--- config.mk ---
export PLATFORM = sky130hd
export DESIGN_NAME = epv_exception_unit
export DESIGN_NICKNAME = d
export VERILOG_FILES = /design/src/hdl/epv_pkg.sv /design/src/hdl/epv_exception_unit.sv
export SDC_FILE = /design/constraint.sdc
export NUM_CORES = 1
export LEC_CHECK = 0
export BUFFER_PORTS_ARGS = -buffer_cell sky130_fd_sc_hd__buf_4
export CAP_MARGIN = 20
export CORE_UTILIZATION = 31
export DETAILED_ROUTE_END_ITERATION = 16
export GPL_TIMING_DRIVEN = 0
export PLACE_DENSITY = 0.51
export SLEW_MARGIN = 5
export SYNTH_ARGS = -nofsm -noshare
export SYNTH_HDL_FRONTEND = slang
export SYNTH_SLANG_ARGS = --single-unit
--- constraint.sdc ---
create_clock -name i_ref_clk -period 4.05 [get_ports i_ref_clk]
set_clock_uncertainty 0.15 [all_clocks]
set_input_delay 0 -clock i_ref_clk [delete_from_list [all_inputs] [get_ports i_ref_clk]]
set_output_delay 0 -clock i_ref_clk [all_outputs]
set_load 0.03 [all_outputs]
--- src/hdl/epv_pkg.sv ---
// Package of constants and types for the exception priority and vectoring unit.
package epv_pkg;

	// Fixed handler addresses, the general offset and the reset value of the exception base.
	localparam logic [31:0] RESET_VECTOR = 32'hbfc0_0000;
	localparam logic [31:0] DEBUG_VECTOR_ROM = 32'hbfc0_0480;
	localparam logic [31:0] DEBUG_VECTOR_PROBE = 32'hbfc0_0200;
	localparam logic [31:0] GENERAL_OFFSET = 32'h0000_0180;
	localparam logic [31:0] EXCEPTION_BASE_RESET = 32'h9fc0_0000;

	// Cause codes written into the cause register.
	localparam logic [4:0] CAUSE_INT = 5'h00;
	localparam logic [4:0] CAUSE_LOAD_MISALIGN = 5'h04;
	localparam logic [4:0] CAUSE_FETCH_BUS_ERROR = 5'h06;
	localparam logic [4:0] CAUSE_SYSTEM_CALL_INSTRUCTION = 5'h08;
	localparam logic [4:0] CAUSE_BREAK = 5'h09;

	// Number of exception causes, and their index, highest priority first.
	localparam int NUM_CAUSES = 12;
	localparam int IDX_RESET = 0;
	localparam int IDX_SOFT_RESET = 1;
	localparam int IDX_SINGLE_STEP = 2;
	localparam int IDX_DEBUG_INT = 3;
	localparam int IDX_NMI = 4;
	localparam int IDX_INTERRUPT = 5;
	localparam int IDX_INSTR_BREAK = 6;
	localparam int IDX_LOAD_MISALIGN = 7;
	localparam int IDX_FETCH_BUS_ERROR = 8;
	localparam int IDX_DEBUG_BREAK = 9;
	localparam int IDX_SYSTEM_CALL_INSTRUCTION = 10;
	localparam int IDX_BREAK = 11;

	// Avalon-MM register word addresses (byte address = 4 * index).
	localparam logic [3:0] REG_STATUS = 4'h0;
	localparam logic [3:0] REG_CAUSE = 4'h1;
	localparam logic [3:0] REG_EXC_RETURN = 4'h2;
	localparam logic [3:0] REG_ERR_RETURN = 4'h3;
	localparam logic [3:0] REG_DBG_RETURN = 4'h4;
	localparam logic [3:0] REG_FAULT_ADDR = 4'h5;
	localparam logic [3:0] REG_EXC_BASE = 4'h6;
	localparam logic [3:0] REG_DEBUG = 4'h7;
	localparam logic [3:0] REG_DEBUG_CTRL = 4'h8;
	localparam logic [3:0] REG_IRQ_STATUS = 4'h9;
	localparam logic [3:0] REG_IRQ_MASK = 4'ha;

	// Field positions in the status word.
	localparam int ST_EXCEPTION_LEVEL = 1;
	localparam int ST_ERROR_LEVEL = 2;
	localparam int ST_NMI = 19;
	localparam int ST_SOFT_RESET = 20;
	localparam int ST_BOOT_VECTOR = 22;
	localparam int ST_PRIO_LEVEL_LSB = 10;
	// Field positions in the debug word.
	localparam int DB_SINGLE_STEP = 0;
	localparam int DB_BREAKPOINT = 1;
	localparam int DB_INSTR_BREAK = 4;
	localparam int DB_DEBUG_INT = 5;
	localparam int DB_DEBUG_MODE = 30;
	// Field positions in the debug control word.
	localparam int DC_PROBE_ENABLE = 15;
	localparam int DC_BREAK_REQUEST = 12;
	// Cause code and interrupt level positions in the cause word.
	localparam int CA_CODE_LSB = 2;
	localparam int CA_RIPL_LSB = 10;

	// Interrupt status bits: one per class of handler entry.
	localparam int IRQ_BITS = 3;
	localparam int IRQ_GENERAL = 0;
	localparam int IRQ_ERROR = 1;
	localparam int IRQ_DEBUG = 2;

	// Handler entry sequencer states.
	typedef enum logic [2:0] {
		EPV_IDLE = 3'b001,
		EPV_FLUSH = 3'b010,
		EPV_VECTOR = 3'b100
	} epv_state_e;

endpackage

--- src/hdl/epv_exception_unit.sv ---
// Exception priority resolution, handler vectoring and exception register file.
// Overview of operation
// - Fixed priority: reset first, break last.
// - Master clear low: reset vector, boot, error.
// - Reset instruction: reset vector, boot, soft, error.
// - Single step: flag, probe-selected debug vector.
// - Break request bit raises debug interrupt.
// - Interrupt: update priority level, cause zero.
// - Instruction break: flag, probe-selected debug vector.
// - Load misalign: base plus 0x180, code 4.
// - Fetch bus error: base plus 0x180, code 6.
// - Breakpoint instruction: flag, debug vector.
// - System call: base plus 0x180, code 8.
// - Break instruction: base plus 0x180, code 9.
// - Save interrupted pc in exception return.
// - Error class saves pc in error return.
// - Debug class saves pc in debug return.
// - Capture faulting address of address exceptions.
// - Record last cause code.
`timescale 1ns/1ps

module epv_exception_unit (
	input wire logic i_ref_clk,
	input wire logic i_rst,
	// Active-low master clear pin from the board, asynchronous to the clock.
	input wire logic i_master_clear_pin_n,
	// Pipeline cause requests, each held by the pipeline until acknowledged.
	input wire logic i_soft_reset,
	input wire logic i_single_step,
	input wire logic i_nmi,
	input wire logic i_interrupt,
	input wire logic [2:0] i_interrupt_level,
	input wire logic i_instr_break,
	input wire logic i_load_misalign,
	input wire logic i_fetch_bus_error,
	input wire logic i_debug_break_instruction,
	input wire logic i_system_call_instruction,
	input wire logic i_break_instruction,
	// Pc of the excepting instruction and the address that faulted.
	input wire logic [31:0] i_pc,
	input wire logic [31:0] i_bad_addr,
	// Avalon-MM slave.
	input wire logic [3:0] i_avs_address,
	input wire logic i_avs_read,
	input wire logic i_avs_write,
	input wire logic [31:0] i_avs_writedata,
	output logic [31:0] o_avs_readdata,
	output logic o_avs_waitrequest,
	// Pipeline control.
	output logic o_flush,
	output logic o_vector_valid,
	output logic [31:0] o_vector_addr,
	output logic [11:0] o_cause_ack,
	output logic o_irq
);

	// Two-stage synchroniser for the master clear pin.
	logic master_clear_meta_reg;
	logic master_clear_sync_reg;
	// Synchronised pin level one cycle earlier, for the falling-edge detector.
	logic master_clear_prev_reg;
	// Latched reset request: set when the pin falls, cleared by its own entry.
	logic reset_req_reg;
	// Pending cause vector, index 0 is highest priority.
	logic [11:0] pending;
	// One-hot winner of the priority race.
	logic [11:0] winner;
	// Cause captured at the start of an entry.
	logic [11:0] taken_reg;
	logic [31:0] taken_pc_reg;
	logic [31:0] taken_addr_reg;
	logic [2:0] taken_level_reg;
	epv_pkg::epv_state_e state_reg;
	// Architectural registers.
	logic [31:0] status_reg;
	logic [31:0] cause_reg;
	logic [31:0] exc_return_reg;
	logic [31:0] err_return_reg;
	logic [31:0] dbg_return_reg;
	logic [31:0] fault_addr_reg;
	logic [31:0] exc_base_reg;
	logic [31:0] debug_reg;
	logic [31:0] debug_ctrl_reg;
	logic [2:0] irq_status_reg;
	logic [2:0] irq_mask_reg;
	// Bus handshake: one wait cycle for every access.
	logic bus_ack_reg;
	logic bus_req;
	logic status_read;
	// Debug break request is a software bit; it clears itself when taken.
	logic dbg_break_req;

	// Picks the lowest-index set bit as a one-hot vector.
	function automatic logic [11:0] pick_first(input logic [11:0] req);
		logic [11:0] res;
		logic found;
		res = 12'h000;
		found = 1'b0;
		for (int i = 0; i < 12; i++) begin
			if (req[i] && !found) begin
				res[i] = 1'b1;
				found = 1'b1;
			end
		end
		return res;
	endfunction

	// Debug vector depends on whether a probe is attached.
	function automatic logic [31:0] debug_vector(input logic probe);
		return probe ? epv_pkg::DEBUG_VECTOR_PROBE : epv_pkg::DEBUG_VECTOR_ROM;
	endfunction

	// Synchronise the pin; only the second stage is read by logic.
	always_ff @(posedge i_ref_clk) begin
		if (i_rst) begin
			master_clear_meta_reg <= 1'b1;
			master_clear_sync_reg <= 1'b1;
		end else begin
			master_clear_meta_reg <= i_master_clear_pin_n;
			master_clear_sync_reg <= master_clear_meta_reg;
		end
	end

	// Reset request from the pin. Taken as a level it would enter twice: the pin stays
	// low in the synchroniser for two cycles after the far side sees the acknowledge,
	// long enough for the sequencer to return to idle and capture it again.
	// So the request is latched on the falling edge and cleared by its own entry.
	// A new fall in that same cycle wins, so a second press falling in that cycle is not lost.
	// Limitation: a pin held low for a long time gives one entry, not a stream.
	always_ff @(posedge i_ref_clk) begin
		if (i_rst) begin
			master_clear_prev_reg <= 1'b1;
			reset_req_reg <= 1'b0;
		end else begin
			master_clear_prev_reg <= master_clear_sync_reg;
			if (master_clear_prev_reg && !master_clear_sync_reg) begin
				// Falling edge of the synchronised pin.
				reset_req_reg <= 1'b1;
			end else if (state_reg == epv_pkg::EPV_FLUSH && taken_reg[epv_pkg::IDX_RESET]) begin
				// The reset entry has been made; the request is used up.
				reset_req_reg <= 1'b0;
			end
		end
	end

	assign dbg_break_req = debug_ctrl_reg[epv_pkg::DC_BREAK_REQUEST];

	// Gather causes; inputs stay up until acknowledged, so nothing is lost.
	always_comb begin
		pending = 12'h000;
		pending[epv_pkg::IDX_RESET] = reset_req_reg;
		pending[epv_pkg::IDX_SOFT_RESET] = i_soft_reset;
		pending[epv_pkg::IDX_SINGLE_STEP] = i_single_step;
		pending[epv_pkg::IDX_DEBUG_INT] = dbg_break_req;
		pending[epv_pkg::IDX_NMI] = i_nmi;
		pending[epv_pkg::IDX_INTERRUPT] = i_interrupt;
		pending[epv_pkg::IDX_INSTR_BREAK] = i_instr_break;
		pending[epv_pkg::IDX_LOAD_MISALIGN] = i_load_misalign;
		pending[epv_pkg::IDX_FETCH_BUS_ERROR] = i_fetch_bus_error;
		pending[epv_pkg::IDX_DEBUG_BREAK] = i_debug_break_instruction;
		pending[epv_pkg::IDX_SYSTEM_CALL_INSTRUCTION] = i_system_call_instruction;
		pending[epv_pkg::IDX_BREAK] = i_break_instruction;
		winner = pick_first(pending);
	end

	// Entry sequencer: capture, flush, then vector. Re-arbitrates after each entry.
	always_ff @(posedge i_ref_clk) begin
		if (i_rst) begin
			state_reg <= epv_pkg::EPV_IDLE;
			taken_reg <= 12'h000;
			taken_pc_reg <= 32'h0000_0000;
			taken_addr_reg <= 32'h0000_0000;
			taken_level_reg <= 3'h0;
		end else begin
			unique case (state_reg)
				epv_pkg::EPV_IDLE: begin
					if (|pending) begin
						taken_reg <= winner;
						taken_pc_reg <= i_pc;
						taken_addr_reg <= i_bad_addr;
						taken_level_reg <= i_interrupt_level;
						state_reg <= epv_pkg::EPV_FLUSH;
					end
				end
				epv_pkg::EPV_FLUSH: begin
					state_reg <= epv_pkg::EPV_VECTOR;
				end
				epv_pkg::EPV_VECTOR: begin
					state_reg <= epv_pkg::EPV_IDLE;
				end
			endcase
		end
	end

	// Pipeline outputs: flush precedes the vector by one cycle.
	always_ff @(posedge i_ref_clk) begin
		if (i_rst) begin
			o_flush <= 1'b0;
			o_vector_valid <= 1'b0;
			o_vector_addr <= epv_pkg::RESET_VECTOR;
			o_cause_ack <= 12'h000;
		end else begin
			o_flush <= (state_reg == epv_pkg::EPV_IDLE) && (|pending);
			o_vector_valid <= (state_reg == epv_pkg::EPV_FLUSH);
			o_cause_ack <= (state_reg == epv_pkg::EPV_FLUSH) ? taken_reg : 12'h000;
			if (state_reg == epv_pkg::EPV_FLUSH) begin
				if (|taken_reg[epv_pkg::IDX_NMI:epv_pkg::IDX_RESET] &&
					!taken_reg[epv_pkg::IDX_SINGLE_STEP] && !taken_reg[epv_pkg::IDX_DEBUG_INT]) begin
					o_vector_addr <= epv_pkg::RESET_VECTOR;
				end else if (taken_reg[epv_pkg::IDX_SINGLE_STEP] || taken_reg[epv_pkg::IDX_DEBUG_INT]
					|| taken_reg[epv_pkg::IDX_INSTR_BREAK] || taken_reg[epv_pkg::IDX_DEBUG_BREAK]) begin
					o_vector_addr <= debug_vector(debug_ctrl_reg[epv_pkg::DC_PROBE_ENABLE]);
				end else begin
					// Interrupts also use the general entry in this block.
					o_vector_addr <= exc_base_reg + epv_pkg::GENERAL_OFFSET;
				end
			end
		end
	end

	// Status flags: set on entry, software may rewrite them through the bus.
	always_ff @(posedge i_ref_clk) begin
		if (i_rst) begin
			status_reg <= 32'h0000_0000;
		end else if (state_reg == epv_pkg::EPV_FLUSH) begin
			if (taken_reg[epv_pkg::IDX_RESET] || taken_reg[epv_pkg::IDX_SOFT_RESET]
				|| taken_reg[epv_pkg::IDX_NMI]) begin
				status_reg[epv_pkg::ST_BOOT_VECTOR] <= 1'b1;
				status_reg[epv_pkg::ST_ERROR_LEVEL] <= 1'b1;
				status_reg[epv_pkg::ST_SOFT_RESET] <= taken_reg[epv_pkg::IDX_SOFT_RESET];
				status_reg[epv_pkg::ST_NMI] <= taken_reg[epv_pkg::IDX_NMI];
			end
			if (taken_reg[epv_pkg::IDX_INTERRUPT]) begin
				status_reg[epv_pkg::ST_PRIO_LEVEL_LSB +: 3] <= taken_level_reg;
				status_reg[epv_pkg::ST_EXCEPTION_LEVEL] <= 1'b1;
			end
			if (|(taken_reg & 12'hd80)) begin
				status_reg[epv_pkg::ST_EXCEPTION_LEVEL] <= 1'b1;
			end
		end else if (bus_ack_reg && i_avs_write && i_avs_address == epv_pkg::REG_STATUS) begin
			status_reg <= i_avs_writedata;
		end
	end

	// Cause code and return pcs.
	always_ff @(posedge i_ref_clk) begin
		if (i_rst) begin
			cause_reg <= 32'h0000_0000;
			exc_return_reg <= 32'h0000_0000;
			err_return_reg <= 32'h0000_0000;
			dbg_return_reg <= 32'h0000_0000;
		end else if (state_reg == epv_pkg::EPV_FLUSH) begin
			exc_return_reg <= taken_pc_reg;
			if (|taken_reg[epv_pkg::IDX_SOFT_RESET:epv_pkg::IDX_RESET] ||
				taken_reg[epv_pkg::IDX_NMI]) begin
				err_return_reg <= taken_pc_reg;
			end
			if (|(taken_reg & 12'h24c)) begin
				dbg_return_reg <= taken_pc_reg;
			end
			if (taken_reg[epv_pkg::IDX_INTERRUPT]) begin
				cause_reg[epv_pkg::CA_CODE_LSB +: 5] <= epv_pkg::CAUSE_INT;
				cause_reg[epv_pkg::CA_RIPL_LSB +: 3] <= taken_level_reg;
			end else if (taken_reg[epv_pkg::IDX_LOAD_MISALIGN]) begin
				cause_reg[epv_pkg::CA_CODE_LSB +: 5] <= epv_pkg::CAUSE_LOAD_MISALIGN;
			end else if (taken_reg[epv_pkg::IDX_FETCH_BUS_ERROR]) begin
				cause_reg[epv_pkg::CA_CODE_LSB +: 5] <= epv_pkg::CAUSE_FETCH_BUS_ERROR;
			end else if (taken_reg[epv_pkg::IDX_SYSTEM_CALL_INSTRUCTION]) begin
				cause_reg[epv_pkg::CA_CODE_LSB +: 5] <= epv_pkg::CAUSE_SYSTEM_CALL_INSTRUCTION;
			end else if (taken_reg[epv_pkg::IDX_BREAK]) begin
				cause_reg[epv_pkg::CA_CODE_LSB +: 5] <= epv_pkg::CAUSE_BREAK;
			end
		end
	end

	// Faulting address of address-related exceptions.
	always_ff @(posedge i_ref_clk) begin
		if (i_rst) begin
			fault_addr_reg <= 32'h0000_0000;
		end else if (state_reg == epv_pkg::EPV_FLUSH &&
			(taken_reg[epv_pkg::IDX_LOAD_MISALIGN] || taken_reg[epv_pkg::IDX_FETCH_BUS_ERROR])) begin
			fault_addr_reg <= taken_addr_reg;
		end
	end

	// Debug flags: the taken debug cause sets its flag and debug mode.
	always_ff @(posedge i_ref_clk) begin
		if (i_rst) begin
			debug_reg <= 32'h0000_0000;
		end else if (state_reg == epv_pkg::EPV_FLUSH && (|(taken_reg & 12'h24c))) begin
			debug_reg[epv_pkg::DB_SINGLE_STEP] <= taken_reg[epv_pkg::IDX_SINGLE_STEP];
			debug_reg[epv_pkg::DB_DEBUG_INT] <= taken_reg[epv_pkg::IDX_DEBUG_INT];
			debug_reg[epv_pkg::DB_INSTR_BREAK] <= taken_reg[epv_pkg::IDX_INSTR_BREAK];
			debug_reg[epv_pkg::DB_BREAKPOINT] <= taken_reg[epv_pkg::IDX_DEBUG_BREAK];
			debug_reg[epv_pkg::DB_DEBUG_MODE] <= 1'b1;
		end else if (bus_ack_reg && i_avs_write && i_avs_address == epv_pkg::REG_DEBUG) begin
			debug_reg <= i_avs_writedata;
		end
	end

	// Software registers: exception base, debug control, interrupt mask.
	// The break request bit self-clears on entry; a software set in that same cycle wins.
	always_ff @(posedge i_ref_clk) begin
		if (i_rst) begin
			exc_base_reg <= epv_pkg::EXCEPTION_BASE_RESET;
			debug_ctrl_reg <= 32'h0000_0000;
			irq_mask_reg <= 3'h0;
		end else begin
			if (state_reg == epv_pkg::EPV_FLUSH && taken_reg[epv_pkg::IDX_DEBUG_INT]) begin
				debug_ctrl_reg[epv_pkg::DC_BREAK_REQUEST] <= 1'b0;
			end
			if (bus_ack_reg && i_avs_write) begin
				unique case (i_avs_address)
					epv_pkg::REG_EXC_BASE: exc_base_reg <= {i_avs_writedata[31:12], 12'h000};
					epv_pkg::REG_DEBUG_CTRL: debug_ctrl_reg <= i_avs_writedata;
					epv_pkg::REG_IRQ_MASK: irq_mask_reg <= i_avs_writedata[2:0];
					default: begin
					end
				endcase
			end
		end
	end

	// Avalon handshake: waitrequest high until the cycle after the request appears.
	assign bus_req = (i_avs_read || i_avs_write) && !bus_ack_reg;
	assign status_read = bus_ack_reg && i_avs_read && i_avs_address == epv_pkg::REG_IRQ_STATUS;

	always_ff @(posedge i_ref_clk) begin
		if (i_rst) begin
			bus_ack_reg <= 1'b0;
			o_avs_waitrequest <= 1'b1;
		end else begin
			bus_ack_reg <= bus_req;
			o_avs_waitrequest <= !bus_req;
		end
	end

	// Read data is registered with the acknowledge; unmapped words read zero.
	always_ff @(posedge i_ref_clk) begin
		if (i_rst) begin
			o_avs_readdata <= 32'h0000_0000;
		end else if (bus_req && i_avs_read) begin
			unique case (i_avs_address)
				epv_pkg::REG_STATUS: o_avs_readdata <= status_reg;
				epv_pkg::REG_CAUSE: o_avs_readdata <= cause_reg;
				epv_pkg::REG_EXC_RETURN: o_avs_readdata <= exc_return_reg;
				epv_pkg::REG_ERR_RETURN: o_avs_readdata <= err_return_reg;
				epv_pkg::REG_DBG_RETURN: o_avs_readdata <= dbg_return_reg;
				epv_pkg::REG_FAULT_ADDR: o_avs_readdata <= fault_addr_reg;
				epv_pkg::REG_EXC_BASE: o_avs_readdata <= exc_base_reg;
				epv_pkg::REG_DEBUG: o_avs_readdata <= debug_reg;
				epv_pkg::REG_DEBUG_CTRL: o_avs_readdata <= debug_ctrl_reg;
				epv_pkg::REG_IRQ_STATUS: o_avs_readdata <= {29'h0, irq_status_reg};
				epv_pkg::REG_IRQ_MASK: o_avs_readdata <= {29'h0, irq_mask_reg};
				default: o_avs_readdata <= 32'h0000_0000;
			endcase
		end
	end

	// Sticky event bits; a read clears them but a same-cycle entry sets wins.
	always_ff @(posedge i_ref_clk) begin
		if (i_rst) begin
			irq_status_reg <= 3'h0;
			o_irq <= 1'b0;
		end else begin
			logic [2:0] ev;
			logic [2:0] nxt;
			ev = 3'h0;
			if (state_reg == epv_pkg::EPV_FLUSH) begin
				ev[epv_pkg::IRQ_GENERAL] = |(taken_reg & 12'hda0);
				ev[epv_pkg::IRQ_ERROR] = |(taken_reg & 12'h013);
				ev[epv_pkg::IRQ_DEBUG] = |(taken_reg & 12'h24c);
			end
			nxt = (status_read ? 3'h0 : irq_status_reg) | ev;
			irq_status_reg <= nxt;
			o_irq <= |(nxt & irq_mask_reg);
		end
	end

endmodule

* Yosys cells after proc, flatten, opt, wreduce, memory -nomap -nowiden *
Cells that the tools add are included.

word-level totals
  input bits = 118
  output and inout port bits = 80
  bits in registers = 425
  word-level logic and storage cells = 188

cells by class
  mux-type cells = 55
  equality and inequality tests = 17
  add/sub/neg operators = 1
  bitwise logic cells = 4
  reductions and logical operators = 77

operators with widths
  kind                                            count
  case mux 32 bit (11 select lines)               1
  2-to-1 mux 32 bit                               2
  adder 32 x 9 -> 32 bit (second input constant)  1
  2-to-1 mux 31 bit                               1
  2-to-1 mux 1 bit                                30
  logical AND 1 bit                               26
  2-to-1 mux 13 bit                               2
  AND reduction 2 bit                             13
  2-to-1 mux 5 bit                                5
  2-to-1 mux 23 bit                               1
  2-to-1 mux 3 bit                                6
  == test 4 x 3 -> 1 bit (second input constant)  4
  logical NOT 1 bit                               16
  == test 4 bit (second input constant)           3
  OR reduction 12 bit                             1
  2-to-1 mux 11 bit                               1
  2-to-1 mux 2 bit                                5
  OR reduction 5 bit                              2
  case mux 3 bit (3 select lines)                 1
  == test 4 x 2 -> 1 bit (second input constant)  2
  logical OR 1 bit                                8
  OR reduction 4 bit                              2
  nonzero test 2 bit                              3
  OR reduction 3 bit                              2
  other kinds (13)                                16

* Depth between registers and ports, before layout *
Gate-level depths: netlist of the first run.

  depth in word-level cells = 34
  mapped depth = 8
  depth with buffers taken out = 4

* Least setup slack after synthesis of the first run *
OpenSTA, ideal clock, no wires.

  kind = register to register
  start = reg state_reg[1]
  end = reg debug_reg[1]
  arrival = 1.569 ns
  required time = 3.773 ns
  path buffers = 3
  cell stages (with the launch flop) = 8
  library setup time = 0.127 ns
  path slack = 2.204 ns
  period minus slack after synthesis = 1.846 ns
  cell sequence = dfxtp_1 -> or3b_1 -> buf_2 -> o211a_1 -> buf_6 -> buf_6 -> a22oi_1 -> o21bai_1

on the way
  cells in the longest elaborated chain, start to end = 3
  elaborated cells between the ends (all ways) = 4
  classes of those cells = eq/ne: 1; mux: 1; reduce/logical: 2

RTL lines
  what                                                    RTL line                   RTL
  start: declaration                                      epv_exception_unit.sv:73   epv_pkg::epv_state_e state_reg;
  start signal: assignment                                epv_exception_unit.sv:169  state_reg <= epv_pkg::EPV_IDLE;
  start signal: assignment                                epv_exception_unit.sv:182  state_reg <= epv_pkg::EPV_FLUSH;
  start signal: assignment                                epv_exception_unit.sv:186  state_reg <= epv_pkg::EPV_VECTOR;
  == test 3 x 2 -> 1 bit (*)                              epv_exception_unit.sv:290  end else if (state_reg == epv_pkg::EPV_FLUSH && (|(taken_reg & 12'h24c))) begin
  logical AND 1 bit (*)                                   epv_exception_unit.sv:290
  2-to-1 mux 2 bit or nonzero test 2 bit (tied branches)  n/a
  end signal: indexed assignment                          epv_exception_unit.sv:291  debug_reg[epv_pkg::DB_SINGLE_STEP] <= taken_reg[epv_pkg::IDX_SINGLE_STEP];
  end signal: indexed assignment                          epv_exception_unit.sv:292  debug_reg[epv_pkg::DB_DEBUG_INT] <= taken_reg[epv_pkg::IDX_DEBUG_INT];
  end signal: indexed assignment                          epv_exception_unit.sv:293  debug_reg[epv_pkg::DB_INSTR_BREAK] <= taken_reg[epv_pkg::IDX_INSTR_BREAK];
  end: declaration                                        epv_exception_unit.sv:82   logic [31:0] debug_reg;

Mark *: on every way between the ends. The rest lies on a longest branch, timed or not.
A chain may end at the register's enable or synchronous reset.

* Worst setup path after layout of the first run *
  start = in i_rst
  end = reg exc_base_reg[12]

RTL lines
  what                    RTL line                   RTL
  start: declaration      epv_exception_unit.sv:24   input wire logic i_rst,
  end signal: assignment  epv_exception_unit.sv:305  exc_base_reg <= epv_pkg::EXCEPTION_BASE_RESET;
  end signal: assignment  epv_exception_unit.sv:314  epv_pkg::REG_EXC_BASE: exc_base_reg <= {i_avs_writedata[31:12], 12'h000};
  end: declaration        epv_exception_unit.sv:81   logic [31:0] exc_base_reg;

No word-level cell between the ends.

==> results of run 1 <==
worst reg2reg max path, stage by stage (launching register included):
cell           delay [ps]
dfxtp_1               390
nor4_1                470
nand4_1               400
clkbuf_1              420
buf_2                 340
nand4_1               130
dlygate4sd3_1         550
o21ai_0                80
layout make-up:
cell class / count / area, µm²
inverters: 10 / 37.5
repair buffers: 314 / 2670
clock inverters: 17 / 283
clock buffers: 67 / 1370
flip-flops and latches: 416 / 8330
well taps: 696 / 871
fillers: 5541 / 31800
plain buffers: 183 / 853
multi-input cells: 1414 / 7850
logic make-up (layout without fill, tap and decap cells):
family          Yosys count  after routing  share of synthesized area (%)
xor+xnor                  1              1                         0.0514
buf+inv                 193            591                           5.23
simple gates            737            737                           19.5
other cells               1              8                         0.0220
mux                      86             86                           5.51
compound gates          582            582                           20.9
flops                   416            416                           48.9
stage by stage:
stage	utilization, %	total power, mW	std cells
final	41.2	9.66	3117
after detailed placement	35.8	5.06	2908
after global placement	35.8	5.05	2906
after CTS	41.2	9.71	3117
after floorplan	-	4.66	2023
after global routing	41.2	9.94	3117
where the power goes:
group / switching, mW / internal [mW]
combinational: 0.533 / 0.303
clock: 1.79 / 2.80
sequential: 0.0732 / 4.16
cells in the mapped netlist, types with 17 or more instances:
cell type	instances	area, µm²
nand2_1	456	1710
o21ai_0	98	490
a22o_1	31	272
a221oi_1	18	158
a32oi_1	21	184
clkbuf_1	100	375
buf_4	17	128
mux2i_1	69	691
nand3_1	88	440
dfxtp_1	416	8330
buf_2	46	230
a21oi_1	296	1480
nor2_1	70	263
timing repair:
item | 4_1_cts | 5_1_grt
hold buffers | 125 | 0
endpoints found under the hold margin | 212 | 0
endpoints found under the setup margin | 0 | 0
buffers inserted | 0 | 0
per-layer routing:
layer  vias to the layer above  share of wire [%]  global-route usage, %
li1                       7808                  -                      -
met1                      8121                 45                   39.3
met2                       768                 44                   43.2
met3                       123                7.4                   3.73
met4                         0                3.6                   10.7
met5                         -                  0                      0
worst paths after layout:
| kind | endpoint | slack, ps | cells past startpoint |
|---|---|---|---|
| setup / recovery | exc_base_reg[12] | 860 | 7 |
| setup reg to reg | taken_reg[6] | 1000 | 7 |
| hold / removal | exc_base_reg[27] | 70 | 4 |
| hold reg to reg | master_clear_sync_reg | 260 | 1 |
==> impl_metrics.json, run 1 <==
{
  "hold_ws_ps": 66.1,
  "drt_iter0_markers": 1915,
  "ant_nets": 0,
  "die_x_um": 236,
  "final_common_cell": "nand2_1",
  "critPathMaxFanout": 10,
  "overflow": 0,
  "syn_inst": 2016,
  "htree_levels": 2,
  "cap_violations": 0,
  "grt_pass1_vias": 15700,
  "ys_warn_count": 0,
  "clk_pin_slew_ps": 60,
  "path_class": "in -> reg",
  "finalInstanceArea_mm2": 0.0223,
  "synth-seq-area-share_pct": 48.9,
  "drv_slew": 0,
  "cts_tree": "done",
  "synth_edf_count": 0,
  "critPathBufInv": 6,
  "core_area_mm2": 0.0540,
  "clk_latency_ps": 600,
  "critPathMaxStageDelay_ps": 990,
  "crit_start": "i_rst",
  "setup_viol": 0,
  "synth_area_per_cell_um2": 8.45,
  "finalNetCount": 2504,
  "r2r_start": "reset_req_reg",
  "clock_sinks": 416,
  "cp-start-kind": "input pin",
  "p_per_area_mw_per_mm2": 434,
  "cp-end-kind": "register",
  "vias": 16800,
  "diodes": 0,
  "final.min_clock_period_ps": 3190,
  "crit_slowest_cell": "clkbuf_1",
  "dp_slack_ps": 942,
  "io_buffers": 187,
  "pin_count": 198,
  "crit_top_cell": "clkbuf_1",
  "start_util_pct": 31.5,
  "hp-start": "i_avs_writedata[27]",
  "area_growth_pct": 30.6,
  "path_cells": "dlygate4sd3_1, buf_4, buf_2, clkbuf_1, clkbuf_1, clkbuf_1, a21oi_1",
  "ir_drop_uv": 297,
  "rsz0062_at_grt": "false",
  "via_per_inst": 5.40,
  "final_layout_size_suffix_gt1_share_pct": 15.7,
  "chipHeight_um": 236,
  "wl_per_cell_um": 25.4,
  "synthDistinctLibCells": 79,
  "dp_hpwl_mm": 61.2,
  "tns_ps": 0,
  "yosys_register_bits": 416,
  "hold_class": "in -> reg",
  "dr.pass1.iters": 6,
  "async_reset_ff_share_pct": 0,
  "max_slew.worst_pin.slew_ps": 1260,
  "clk_path_buf_depth": 3,
  "wirelength_mm": 79.3,
  "worstPathRequired_ps": 4320,
  "final_cell_mix": "456 x nand2_1, 416 x dfxtp_1, 296 x a21oi_1",
  "crit_arrival_ps": 3460,
  "place_area_mm2": 0.0194,
  "fin_crit_sh_pct": 78.8,
  "crit_family": "buffers and inverters",
  "finalWeightedCongestion": 1.01,
  "timing.final.ws_setup_ps": 859,
  "numCtsBuffers": 47,
  "finalHoldViolCount": 0,
  "slew-limit-headroom_pct": 15.8,
  "std_cell_rows": 85,
  "synth-main-ff-cell": "dfxtp_1",
  "grt_max_degree": 14,
  "fmax_mhz": 313,
  "cts_root_buf": "clkbuf_16",
  "dieArea_mm2": 0.0559,
  "cts_resized": 0,
  "grt_pass1_wl_mm": 113,
  "synth_area_mm2": 0.0170,
  "antenna_found_initial": 2,
  "status": "complete, no violations",
  "grt_usage_pct": 27.9,
  "drc_errors": 0,
  "p_leak_nw": 8.00
}
Power figures use the tool's default switching activity.
==> run 2: changes to the inputs <==
--- a/config.mk
+++ b/config.mk
@@ -5,6 +5,7 @@
 export SDC_FILE = /design/constraint.sdc
 export NUM_CORES = 1
 export LEC_CHECK = 0
+export ABC_AREA = 1
 export BUFFER_PORTS_ARGS = -buffer_cell sky130_fd_sc_hd__buf_4
 export CAP_MARGIN = 20
 export CORE_UTILIZATION = 31
==> constraint.sdc (replaced) <==
create_clock -name i_ref_clk -period 3.2 [get_ports i_ref_clk]
set_clock_uncertainty 0.15 [all_clocks]
set_input_delay 0 -clock i_ref_clk [delete_from_list [all_inputs] [get_ports i_ref_clk]]
set_output_delay 0 -clock i_ref_clk [all_outputs]
set_load 0.03 [all_outputs]
==> impl_metrics.json, run 2 <==
{
  "setup_viol": 0,
  "wl_per_cell_um": 20.3,
  "hp-start": "i_bad_addr[4]",
  "crit_start": "bus_ack_reg",
  "fillers": 5514,
  "clk_pin_slew_ps": 60,
  "chipHeight_um": 232,
  "ys_warn_count": 0,
  "drv_slew": 0,
  "synth-seq-area-share_pct": 50.7,
  "synth-main-ff-cell": "dfxtp_1",
  "synth.top_cell.area_share_pct": 50.7,
  "p_leak_nw": 9.02,
  "std_cell_rows": 84,
  "async_reset_ff_share_pct": 0,
  "cp-end-kind": "register",
  "clk_path_buf_depth": 3,
  "fmax_mhz": 332,
  "p_per_area_mw_per_mm2": 556,
  "antenna_found_initial": 1,
  "overflow": 0,
  "synth_area_mm2": 0.0164,
  "drt_iter0_markers": 1614,
  "synth_edf_count": 0,
  "pin_count": 198,
  "clk_latency_ps": 590,
  "numCtsBuffers": 46,
  "via_per_inst": 4.84,
  "synthDistinctLibCells": 31,
  "ir_drop_uv": 345,
  "cts_tree": "done",
  "dr.pass1.iters": 11,
  "wirelength_mm": 69.6,
  "grt_pass1_vias": 15600,
  "finalHoldViolCount": 0,
  "yosys-top-cells-area": "dfxtp_1 51%, nand2_1 12%, nor2_1 11%",
  "clock_sinks": 416,
  "synth_most_common_cell": "nand2_1",
  "drc_errors": 0,
  "htree_levels": 2,
  "grt_usage_pct": 25.5,
  "area_growth_pct": 31.2,
  "slew-limit-headroom_pct": 29.8,
  "die_x_um": 232,
  "finalNetCount": 2823,
  "tns_ps": 0,
  "cp-start-kind": "register",
  "rsz0062_at_grt": "false",
  "dieArea_mm2": 0.0539,
  "fin_crit_sh_pct": 94.0,
  "dp_hpwl_mm": 53.5,
  "yosysTopAreaCell": "dfxtp_1",
  "cts_root_buf": "clkbuf_16",
  "r2r_start": "bus_ack_reg",
  "io_buffers": 189,
  "fin_util_pct": 41.1,
  "path_class": "reg -> reg",
  "final_cell_mix": "545 x nand2_1, 489 x nor2_1, 416 x dfxtp_1",
  "grt_pass1_wl_mm": 100,
  "core_area_mm2": 0.0524,
  "final_common_cell": "nand2_1",
  "critPathMaxFanout": 10,
  "max_slew.worst_pin.slew_ps": 1050,
  "syn_inst": 2331,
  "cap_violations": 0,
  "yosys_register_bits": 416,
  "worstPathRequired_ps": 3480,
  "crit_arrival_ps": 3290,
  "synth_area_per_cell_um2": 7.05,
  "start_util_pct": 31.3,
  "status": "complete, no violations",
  "hold_class": "in -> reg",
  "final.min_clock_period_ps": 3010,
  "ys_top_cells_by_count": "545 x nand2_1, 489 x nor2_1, 416 x dfxtp_1",
  "final_layout_size_suffix_gt1_share_pct": 11.4,
  "grt_max_degree": 14,
  "vias": 16600,
  "ant_nets": 0,
  "finalWeightedCongestion": 0.937
}
## run 2: cell count changes after synthesis, sizes merged, moves of 21 or more
cell | before | now
a32oi | 21 | 0
a22o | 31 | 0
o21ai | 101 | 290
mux2i | 69 | 0
buf | 77 | 40
inv | 9 | 111
nor2 | 72 | 494
nand3 | 88 | 122
a21oi | 296 | 178
nand2 | 456 | 547
## run 2: worst paths after layout
| path | cells past startpoint | end | slack, ps |
|---|---|---|---|
| hold / removal | 4 | taken_addr_reg[4] | 60 |
| setup / recovery | 7 | o_avs_readdata[16] | 190 |
| setup reg to reg | 7 | o_avs_readdata[16] | 190 |
| hold reg to reg | 1 | master_clear_sync_reg | 260 |
## run 2: layout make-up
type | count | area (µm²) | share of cell area [%]
well taps | 688 | 861 | 3.99
repair buffers | 319 | 2720 | 12.6
inverters | 114 | 428 | 1.98
clock inverters | 12 | 156 | 0.725
plain buffers | 146 | 619 | 2.87
clock buffers | 68 | 1360 | 6.32
multi-input cells | 1662 | 7090 | 32.9
flip-flops and latches | 416 | 8330 | 38.6
diodes | 1 | 2.50 | 0.0116
## run 2: kinds of logic (layout without fill, tap and decap cells)
family	Yosys count	in the layout	synth area share (%)
other	1	9	0.0228
and+or+nand+nor	1180	1180	28.4
DFF	416	416	50.7
AOI/OAI and AO/OA	474	474	14.5
buffers and inverters	260	659	6.37
## run 2: critical path, cell delays in order (launching register included)
cell and delay (ps):
dfxtp_1 320, o21bai_1 150, dlygate4sd3_1 580, nor2_1 650, inv_1 400, clkbuf_1 390
nand2_1 140, a21oi_1 70
## run 2: through the flow
stage	total power [mW]	instances	hold WS (ps)	setup WS [ps]	instance area, µm²
2_1_floorplan	6.06	2338	-46.2	1440	16500
3_3_place_gp	6.54	3215	47.4	572	18700
3_5_place_dp	6.55	3215	48.7	549	18700
4_1_cts	12.1	3425	40.3	148	21600
5_1_grt	12.4	3425	61.6	112	21600
6_report	12.0	3426	62.7	190	21600
## run 2: power by group
part	total, mW	switching (mW)	internal, mW	leakage [nW]
Sequential	5.46	0.109	5.35	3.38
Combinational	1.11	0.710	0.400	4.90
Clock	5.43	2.25	3.18	0.749
Total	12.0	3.06	8.94	9.02
## run 2: timing repair
item	CTS	global route
endpoints found under the hold margin	213	0
hold buffers	130	0
resized for setup	0	0
setup buffers	0	0
## run 2: layer usage
| layer | share of wire, % | routed length [µm] | global-route usage [%] | vias up |
|---|---|---|---|---|
| li1 | - | - | - | 8192 |
| met1 | 44 | 30500 | 33.3 | 7684 |
| met2 | 45 | 31200 | 40.6 | 593 |
| met3 | 8.0 | 5610 | 5.86 | 107 |
| met4 | 3.4 | 2340 | 9.33 | 0 |
| met5 | 0 | 0 | 0 | - |
